[config.mk]
export PLATFORM = sky130hd
export DESIGN_NAME = avifr_readout
export DESIGN_NICKNAME = d
export VERILOG_FILES = /design/src/rtl/avifr_readout.v /design/src/rtl/avifr_field_reg.v
export VERILOG_INCLUDE_DIRS = /design/src /design/src/shared
export SDC_FILE = /design/constraint.sdc
export NUM_CORES = 1
export LEC_CHECK = 0
export ABC_CLOCK_PERIOD_IN_PS = 4400
export BUFFER_PORTS_ARGS = -buffer_cell sky130_fd_sc_hd__clkbuf_2
export CORE_MARGIN = 2
export CORE_UTILIZATION = 55
export CTS_BUF_LIST = sky130_fd_sc_hd__clkbuf_2 sky130_fd_sc_hd__clkbuf_4 sky130_fd_sc_hd__clkbuf_8
export DETAILED_ROUTE_END_ITERATION = 12
export GPL_ROUTABILITY_DRIVEN = 0
export PLACE_DENSITY = 0.95
export SLEW_MARGIN = 10
export SYNTH_ARGS = -nofsm -noshare
export SYNTH_HDL_FRONTEND = slang
export SYNTH_HIERARCHICAL = 1
export SYNTH_SLANG_ARGS = --single-unit
[constraint.sdc]
create_clock -name clk_i -period 4.4 [get_ports clk_i]
set_clock_uncertainty 0.1 [all_clocks]
set_input_delay 1.32 -clock clk_i [delete_from_list [all_inputs] [get_ports clk_i]]
set_output_delay 1.32 -clock clk_i [all_outputs]
set_load 0.1 [all_outputs]
[src/shared/avifr_defines.vh]
`ifndef AVIFR_DEFINES_VH
`define AVIFR_DEFINES_VH

// Byte offsets on the bus
`define AVIFR_OFF_FMT_INFO    8'h81
`define AVIFR_OFF_COLOUR      8'h82
`define AVIFR_OFF_SCALING     8'h83
`define AVIFR_OFF_VFC         8'h84
`define AVIFR_OFF_PIXREP      8'h85
`define AVIFR_OFF_FLAGS_A     8'h87
`define AVIFR_OFF_FLAGS_B     8'h8F
`define AVIFR_OFF_IRQ_STATUS  8'hF0
`define AVIFR_OFF_IRQ_MASK    8'hF4

// Field positions
`define AVIFR_CFMT_MSB        6
`define AVIFR_CFMT_LSB        5
`define AVIFR_BAR_MSB         3
`define AVIFR_BAR_LSB         2
`define AVIFR_SCAN_MSB        1
`define AVIFR_SCAN_LSB        0
`define AVIFR_COLORIM_MSB     7
`define AVIFR_COLORIM_LSB     6
`define AVIFR_PICASP_MSB      5
`define AVIFR_PICASP_LSB      4
`define AVIFR_AFASP_MSB       3
`define AVIFR_AFASP_LSB       0
`define AVIFR_NUS_MSB         1
`define AVIFR_NUS_LSB         0
`define AVIFR_VFC_MSB         6
`define AVIFR_VFC_LSB         0
`define AVIFR_PRC_MSB         3
`define AVIFR_PRC_LSB         0
`define AVIFR_FLAG_AVI_BIT    0
`define AVIFR_FLAG_WIDTH      7

// Reset values
`define AVIFR_FIELD_RST       8'h00
`define AVIFR_FLAG_RST        7'h00
`define AVIFR_IRQ_RST         2'h0

// Interrupt status bits
`define AVIFR_IRQ_FRAME_BIT   0
`define AVIFR_IRQ_CHANGE_BIT  1

`endif

[src/rtl/avifr_readout.v]
// Our own choice: the Wishbone slave port.
`timescale 1ns/1ps
`default_nettype none
`include "avifr_defines.vh"

// What this block does
// - Bar info is a 2-bit code: 01 horizontal, 10 vertical, 11 both.
// - Scan info sits in bits 1:0: 00 none, 01 overscan, 10 underscan.
// - Bits 7:6 at 0x82 hold colorimetry: 00 none, 01 601, 10 709.
// - Bits 5:4 at 0x82 hold picture aspect, bits 3:0 active aspect.
// - Bits 1:0 at 0x83 report the non-uniform scaling code.
// - Bits 6:0 at 0x84 present the received video format code.
// - Bits 3:0 at 0x85 present the pixel repetition count.
// - New-data flags set on content change, bit 0 for this frame,
//         and any read of a flag register clears them all.
// - Bits 6:5 of 0x81 report colour format: 00 RGB, 01 422, 10 444.
module avifr_readout (
  input  wire        clk_i,
  input  wire        rst_i,
  // Decoded frame from the parser, one-cycle strobe
  input  wire        frame_valid_i,
  input  wire [1:0]  colour_format_i,
  input  wire [1:0]  bar_info_i,
  input  wire [1:0]  scan_info_i,
  input  wire [1:0]  colorimetry_i,
  input  wire [1:0]  picture_aspect_i,
  input  wire [3:0]  active_aspect_i,
  input  wire [1:0]  nonuniform_scaling_code_i,
  input  wire [6:0]  video_format_code_i,
  input  wire [3:0]  pixel_repetition_count_i,
  // Change strobes of the other packet kinds, bits 6:1 of the flags
  input  wire [5:0]  other_change_i,
  // Wishbone slave
  input  wire        wb_cyc_i,
  input  wire        wb_stb_i,
  input  wire        wb_we_i,
  input  wire [7:0]  wb_adr_i,
  input  wire [31:0] wb_dat_i,
  input  wire [3:0]  wb_sel_i,
  output reg  [31:0] wb_dat_o,
  output reg         wb_ack_o,
  output reg         wb_err_o,
  output reg         irq_o
);

  wire [7:0] fmt_info_q;
  wire [7:0] colour_and_aspect_info_q;
  wire [7:0] scaling_info_q;
  wire [7:0] video_format_code_q;
  wire [7:0] pixel_repetition_q;
  wire [4:0] chg;
  wire       avi_changed;

  reg  [6:0] new_data_flag_reg;
  reg  [6:0] new_data_flag_next;
  reg  [1:0] irq_status_reg;
  reg  [1:0] irq_status_next;
  reg  [1:0] irq_mask_reg;
  reg  [1:0] irq_mask_next;
  reg        frame_seen_reg;
  reg  [31:0] rdata;
  reg        hit;
  // Register words before storage
  reg  [7:0] fmt_word;
  reg  [7:0] colour_word;
  reg  [7:0] scaling_word;
  reg  [7:0] vfc_word;
  reg  [7:0] pixrep_word;
  // Register selects
  reg        sel_fmt;
  reg        sel_colour;
  reg        sel_scaling;
  reg        sel_vfc;
  reg        sel_pixrep;
  reg        sel_flags;
  reg        sel_status;
  reg        sel_mask;
  // Bus strobes
  wire       req;
  wire       rd_stb;
  wire       wr_stb;
  wire       rd_flags;
  wire       wr_status;
  wire       wr_mask;

  // Fields at their bit positions; spare bits read zero
  always @* begin
    fmt_word     = `AVIFR_FIELD_RST;
    colour_word  = `AVIFR_FIELD_RST;
    scaling_word = `AVIFR_FIELD_RST;
    vfc_word     = `AVIFR_FIELD_RST;
    pixrep_word  = `AVIFR_FIELD_RST;
    fmt_word[`AVIFR_CFMT_MSB:`AVIFR_CFMT_LSB] = colour_format_i;
    fmt_word[`AVIFR_BAR_MSB:`AVIFR_BAR_LSB] = bar_info_i;
    fmt_word[`AVIFR_SCAN_MSB:`AVIFR_SCAN_LSB] = scan_info_i;
    colour_word[`AVIFR_COLORIM_MSB:`AVIFR_COLORIM_LSB] = colorimetry_i;
    colour_word[`AVIFR_PICASP_MSB:`AVIFR_PICASP_LSB] = picture_aspect_i;
    colour_word[`AVIFR_AFASP_MSB:`AVIFR_AFASP_LSB] = active_aspect_i;
    scaling_word[`AVIFR_NUS_MSB:`AVIFR_NUS_LSB] = nonuniform_scaling_code_i;
    vfc_word[`AVIFR_VFC_MSB:`AVIFR_VFC_LSB] = video_format_code_i;
    pixrep_word[`AVIFR_PRC_MSB:`AVIFR_PRC_LSB] = pixel_repetition_count_i;
  end

  // Bus writes never reach these loads
  // load per frame
  avifr_field_reg #(.WIDTH(8)) u_fmt (
    .clk_i     (clk_i),
    .rst_i     (rst_i),
    .load_i    (frame_valid_i),
    .data_i    (fmt_word),
    .q_o       (fmt_info_q),
    .changed_o (chg[0])
  );

  avifr_field_reg #(.WIDTH(8)) u_colour (
    .clk_i     (clk_i),
    .rst_i     (rst_i),
    .load_i    (frame_valid_i),
    .data_i    (colour_word),
    .q_o       (colour_and_aspect_info_q),
    .changed_o (chg[1])
  );

  avifr_field_reg #(.WIDTH(8)) u_scaling (
    .clk_i     (clk_i),
    .rst_i     (rst_i),
    .load_i    (frame_valid_i),
    .data_i    (scaling_word),
    .q_o       (scaling_info_q),
    .changed_o (chg[2])
  );

  avifr_field_reg #(.WIDTH(8)) u_vfc (
    .clk_i     (clk_i),
    .rst_i     (rst_i),
    .load_i    (frame_valid_i),
    .data_i    (vfc_word),
    .q_o       (video_format_code_q),
    .changed_o (chg[3])
  );

  avifr_field_reg #(.WIDTH(8)) u_pixrep (
    .clk_i     (clk_i),
    .rst_i     (rst_i),
    .load_i    (frame_valid_i),
    .data_i    (pixrep_word),
    .q_o       (pixel_repetition_q),
    .changed_o (chg[4])
  );

  assign avi_changed = |chg;

  // Classic Wishbone, one request per ack
  assign req    = wb_cyc_i && wb_stb_i && !wb_ack_o && !wb_err_o;
  assign rd_stb = req && !wb_we_i && hit;
  assign wr_stb = req && wb_we_i && hit;

  // One select per register; unmapped offsets answer with err
  always @* begin
    sel_fmt     = 1'b0;
    sel_colour  = 1'b0;
    sel_scaling = 1'b0;
    sel_vfc     = 1'b0;
    sel_pixrep  = 1'b0;
    sel_flags   = 1'b0;
    sel_status  = 1'b0;
    sel_mask    = 1'b0;
    hit         = 1'b1;
    if (wb_adr_i == `AVIFR_OFF_FMT_INFO) begin
      sel_fmt = 1'b1;
    end else if (wb_adr_i == `AVIFR_OFF_COLOUR) begin
      sel_colour = 1'b1;
    end else if (wb_adr_i == `AVIFR_OFF_SCALING) begin
      sel_scaling = 1'b1;
    end else if (wb_adr_i == `AVIFR_OFF_VFC) begin
      sel_vfc = 1'b1;
    end else if (wb_adr_i == `AVIFR_OFF_PIXREP) begin
      sel_pixrep = 1'b1;
    end else if (wb_adr_i == `AVIFR_OFF_FLAGS_A ||
                 wb_adr_i == `AVIFR_OFF_FLAGS_B) begin
      sel_flags = 1'b1;
    end else if (wb_adr_i == `AVIFR_OFF_IRQ_STATUS) begin
      sel_status = 1'b1;
    end else if (wb_adr_i == `AVIFR_OFF_IRQ_MASK) begin
      sel_mask = 1'b1;
    end else begin
      hit = 1'b0;
    end
  end

  // Read mux over stored copies, never the live parser inputs
  always @* begin
    rdata = 32'h00000000;
    if (sel_fmt) begin
      rdata = {24'h000000, fmt_info_q};
    end else if (sel_colour) begin
      rdata = {24'h000000, colour_and_aspect_info_q};
    end else if (sel_scaling) begin
      rdata = {24'h000000, scaling_info_q};
    end else if (sel_vfc) begin
      rdata = {24'h000000, video_format_code_q};
    end else if (sel_pixrep) begin
      rdata = {24'h000000, pixel_repetition_q};
    end else if (sel_flags) begin
      rdata = {25'h0, new_data_flag_reg};
    end else if (sel_status) begin
      rdata = {30'h0, irq_status_reg};
    end else if (sel_mask) begin
      rdata = {30'h0, irq_mask_reg};
    end
  end

  // Only the low byte lane carries writable bits
  assign rd_flags  = rd_stb && sel_flags;
  assign wr_status = wr_stb && wb_sel_i[0] && sel_status;
  assign wr_mask   = wr_stb && wb_sel_i[0] && sel_mask;

  // Flag next state
  always @* begin
    new_data_flag_next = new_data_flag_reg;
    if (rd_flags) begin
      new_data_flag_next = `AVIFR_FLAG_RST;
    end
    // set on change
    // Set after clear so a same-cycle change is not lost
    new_data_flag_next = new_data_flag_next |
                         {other_change_i, avi_changed};
  end

  // Status and mask next state; a set beats a same-cycle clear
  always @* begin
    irq_status_next = irq_status_reg;
    if (wr_status) begin
      irq_status_next = irq_status_reg & ~wb_dat_i[1:0];
    end
    irq_status_next[`AVIFR_IRQ_FRAME_BIT] =
      irq_status_next[`AVIFR_IRQ_FRAME_BIT] | frame_seen_reg;
    irq_status_next[`AVIFR_IRQ_CHANGE_BIT] =
      irq_status_next[`AVIFR_IRQ_CHANGE_BIT] | avi_changed;
    irq_mask_next = irq_mask_reg;
    if (wr_mask) begin
      irq_mask_next = wb_dat_i[1:0];
    end
  end

  // Flag, status and mask storage
  always @(posedge clk_i) begin
    if (rst_i) begin
      new_data_flag_reg <= `AVIFR_FLAG_RST;
      irq_status_reg    <= `AVIFR_IRQ_RST;
      irq_mask_reg      <= `AVIFR_IRQ_RST;
      frame_seen_reg    <= 1'b0;
    end else begin
      new_data_flag_reg <= new_data_flag_next;
      irq_status_reg    <= irq_status_next;
      irq_mask_reg      <= irq_mask_next;
      // Aligns frame event with field update
      frame_seen_reg    <= frame_valid_i;
    end
  end

  // Bus answer one cycle after the request is taken
  always @(posedge clk_i) begin
    if (rst_i) begin
      wb_ack_o <= 1'b0;
      wb_err_o <= 1'b0;
      wb_dat_o <= 32'h00000000;
    end else begin
      wb_ack_o <= req && hit;
      // Unmapped address answers with err
      wb_err_o <= req && !hit;
      wb_dat_o <= (req && hit && !wb_we_i) ? rdata : 32'h00000000;
    end
  end

  // Built from next state so the level does not lag status
  always @(posedge clk_i) begin
    if (rst_i) begin
      irq_o <= 1'b0;
    end else begin
      irq_o <= |(irq_status_next & irq_mask_next);
    end
  end

endmodule // avifr_readout

`default_nettype wire

[src/rtl/avifr_field_reg.v]
`timescale 1ns/1ps
`default_nettype none
`include "avifr_defines.vh"

// One read-only field register loaded from the frame parser
module avifr_field_reg #(
  parameter WIDTH = 8
) (
  input  wire             clk_i,
  input  wire             rst_i,
  input  wire             load_i,
  input  wire [WIDTH-1:0] data_i,
  output reg  [WIDTH-1:0] q_o,
  output reg              changed_o
);
  always @(posedge clk_i) begin
    if (rst_i) begin
      q_o       <= {WIDTH{1'b0}};
      changed_o <= 1'b0;
    end else begin
      changed_o <= load_i && (data_i != q_o);
      if (load_i) begin
        q_o <= data_i;
      end
    end
  end
endmodule // avifr_field_reg

`default_nettype wire

==> flow_metrics.tcl <==
set metrics [dict create \
    postPlaceCellArea_um2 3900 \
    yosys-top-cells-area "dfxtp_1, mux2i_1, xor2_1" \
    grt_antenna_before_repair 0 \
    dpl.hpwl_mm 6.07 \
    fin_setup_tns_ns 0 \
    cp_max_fo 15 \
    hold_end "new_data_flag_reg[0]$_SDFF_PP0_" \
    die_y_um 84.9 \
    synthArstFlopShare_pct 0 \
    final_antenna_net_count 0 \
    fin_area_um2 4070 \
    min-delay-path-class "register to register" \
    power_density_nw_per_um2 342 \
    slew_headroom_pct 49.8 \
    syn_area_um2 3600 \
    initial_utilization_pct 56.7 \
    dr.pass1.iters 5 \
    ctsHoldBuffers 0 \
    cts_resized 0 \
    reg2reg_from "wb_ack_o$_SDFF_PP0_" \
    synth-warning-count 6 \
    ys_types 53 \
    drive_gt1_share_pct 20.0 \
    cts.clk_slew.worst_paths_ns 0.07 \
    reg2reg_depth 4 \
    viasPerCell 5.48 \
    synth-seq-area-share_pct 37.8 \
    dr_total_vias 2969 \
    slowest_stage "nor4b_4" \
    synth_edf_count 0 \
    fin_nets 543 \
    path_cells "clkbuf_2, nor4b_4, nor2b_1, o21ai_0, a221oi_1" \
    drtIter0Drc 253 \
    finalHoldViolations 0 \
    postCtsSetupBuffers 0 \
    crit_required_ns 4.53 \
    maxSlewViolCount 0 \
    diodes 0 \
    finalCritPeriodShare_pct 71.1 \
    clock.fmax_ghz 0.320 \
    worstMarginPinSlew_ns 0.754 \
    clkSinkCount 68 \
    critical_path_class "input pin to register" \
    clk-insertion-delay-late_ns 0.34 \
    cts_tree "built" \
    numCtsBuffers 9 \
    synth_top_flop_cell "dfxtp_1" \
    synthCells 383 \
    cp.arrival_ns 3.26 \
    r2r_slack_ns 2.63 \
    fp-row-count 29 \
    min_period_ns 3.13 \
    rsz0062_at_grt "false" \
    synth_top_area_share_pct 37.8 \
    port_buffers 60 \
    critPathMaxStageDelay_ns 0.68 \
    core_um2 6350 \
    track_usage_pct 23.3 \
    grt_max_degree 47 \
    grt_overflow 0 \
    status "finished clean" \
    cts.htree.levels 3 \
    wl_per_cell_um 15.0 \
    worstSetupStartpointType "input pin" \
    cp-end-kind "register" \
    min-delay-start "new_data_flag_reg[0]$_SDFF_PP0_" \
    drc_errors 0 \
    routed_wl_mm 8.15 \
    vdd_drop_max_mv 0.174 \
    cts_buffer_depth 2 \
    holdPathStages 1 \
    p_leak_nw 1.97 \
    maxCapViolCount 0 \
    ys_ff_latch 68 \
    grt_pass1_vias 2877 \
    io_pins 118 \
    r2r_end "irq_o$_SDFF_PP0_" \
    syn_avg_cell_area_um2 9.40 \
    yosysTopAreaCell "dfxtp_1" \
    synth_most_common_cell "dfxtp_1" \
    grt_pass1_wl_mm 13.2 \
    clockRootBuffer "clkbuf_8" \
    area_growth_pct 13.0 \
    die-area_um2 7210 \
    fillers 513 \
    die_w_um 84.9 \
    final-setup-viol-count 0 \
    synth_commonest_cells "dfxtp_1, nor2_1, mux2i_1, xor2_1, buf_4" \
]
[how the worst max path moves through the flow]
stage	endpoint	startpoint	slack, ns	depth (start not counted)
2_1_floorplan	irq_o$_SDFF_PP0_	wb_adr_i[1]	1.67	5
5_1_grt	wb_dat_o[0]$_SDFF_PP0_	wb_adr_i[5]	1.04	5
6_report	wb_dat_o[0]$_SDFF_PP0_	wb_adr_i[5]	1.27	5
3_3_place_gp	wb_dat_o[1]$_SDFF_PP0_	wb_adr_i[5]	1.14	5
4_1_cts	wb_dat_o[0]$_SDFF_PP0_	wb_adr_i[5]	1.34	5
3_5_place_dp	wb_dat_o[0]$_SDFF_PP0_	wb_adr_i[5]	0.99	5
[layout make-up]
cell class                 count  area (µm²)  area share [%]
clock buffer                  11         139            3.42
inverter                       4        15.0           0.369
multi-input combinational    315        2110            51.9
sequential                    68        1360            33.5
timing repair buffer          62         315            7.76
tap                           77        96.3            2.37
clock inverter                 5        28.8           0.708
[cells in the final DEF, fill, tap and decap left out, types with 3 or more instances in the layout]
master / count
a21o_1: 3
a21oi_1: 10
a22o_1: 6
a22oi_1: 4
a32oi_1: 3
and2_1: 3
and3_1: 4
clkbuf_2: 60
clkbuf_8: 9
clkinv_2: 4
conb_1: 50
dfxtp_1: 68
inv_1: 4
mux2_2: 3
mux2i_1: 47
nand2_1: 5
nand2b_1: 9
nand3_1: 6
nand3b_1: 3
nor2_1: 52
nor2b_1: 4
nor3_1: 8
nor4_1: 12
o211ai_1: 4
o21ai_0: 7
o221a_2: 4
xor2_1: 40
[layer usage]
metal	share of wire, %	up-vias	global-route usage (%)
met3	6.5	14	3.99
met1	42	1392	29.6
met4	1.8	0	9.52
met5	0	-	0
li1	-	1434	-
met2	50	129	39.2
[power by group]
group | switching, mW | internal (mW) | leakage, nW
registers | 0.0291 | 0.648 | 0.561
clock network | 0.229 | 0.214 | 0.0937
logic | 0.188 | 0.0808 | 1.32
[kinds of logic after synthesis]
kind of cell | count (synthesis) | synth area share (%)
compound gates | 56 | 11.7
xor+xnor | 40 | 9.74
buf+inv | 49 | 8.66
flops | 68 | 37.8
mux | 50 | 14.0
other cells | 1 | 0.104
simple gates | 119 | 17.9
[per-stage QoR]
step | power, mW | cells | worst slack (ns) | hold slack (ns) | util, %
floorplan | 0.915 | 432 | 1.67 | 0.332 | -
global placement | 0.946 | 526 | 1.14 | 0.346 | 61.4
detailed placement | 0.955 | 526 | 0.985 | 0.359 | 61.4
CTS | 1.39 | 542 | 1.34 | 0.378 | 64.0
global route | 1.45 | 542 | 1.04 | 0.396 | 64.0
finish | 1.39 | 542 | 1.27 | 0.379 | 64.0
[critical path: cells and delay by family]
| kind | cells | cell delay [ns] |
|---|---|---|
| simple gates | 2 | 1.18 |
| compound gates | 2 | 0.64 |
| buf+inv | 1 | 0.11 |
Power figures use the tool's default switching activity.
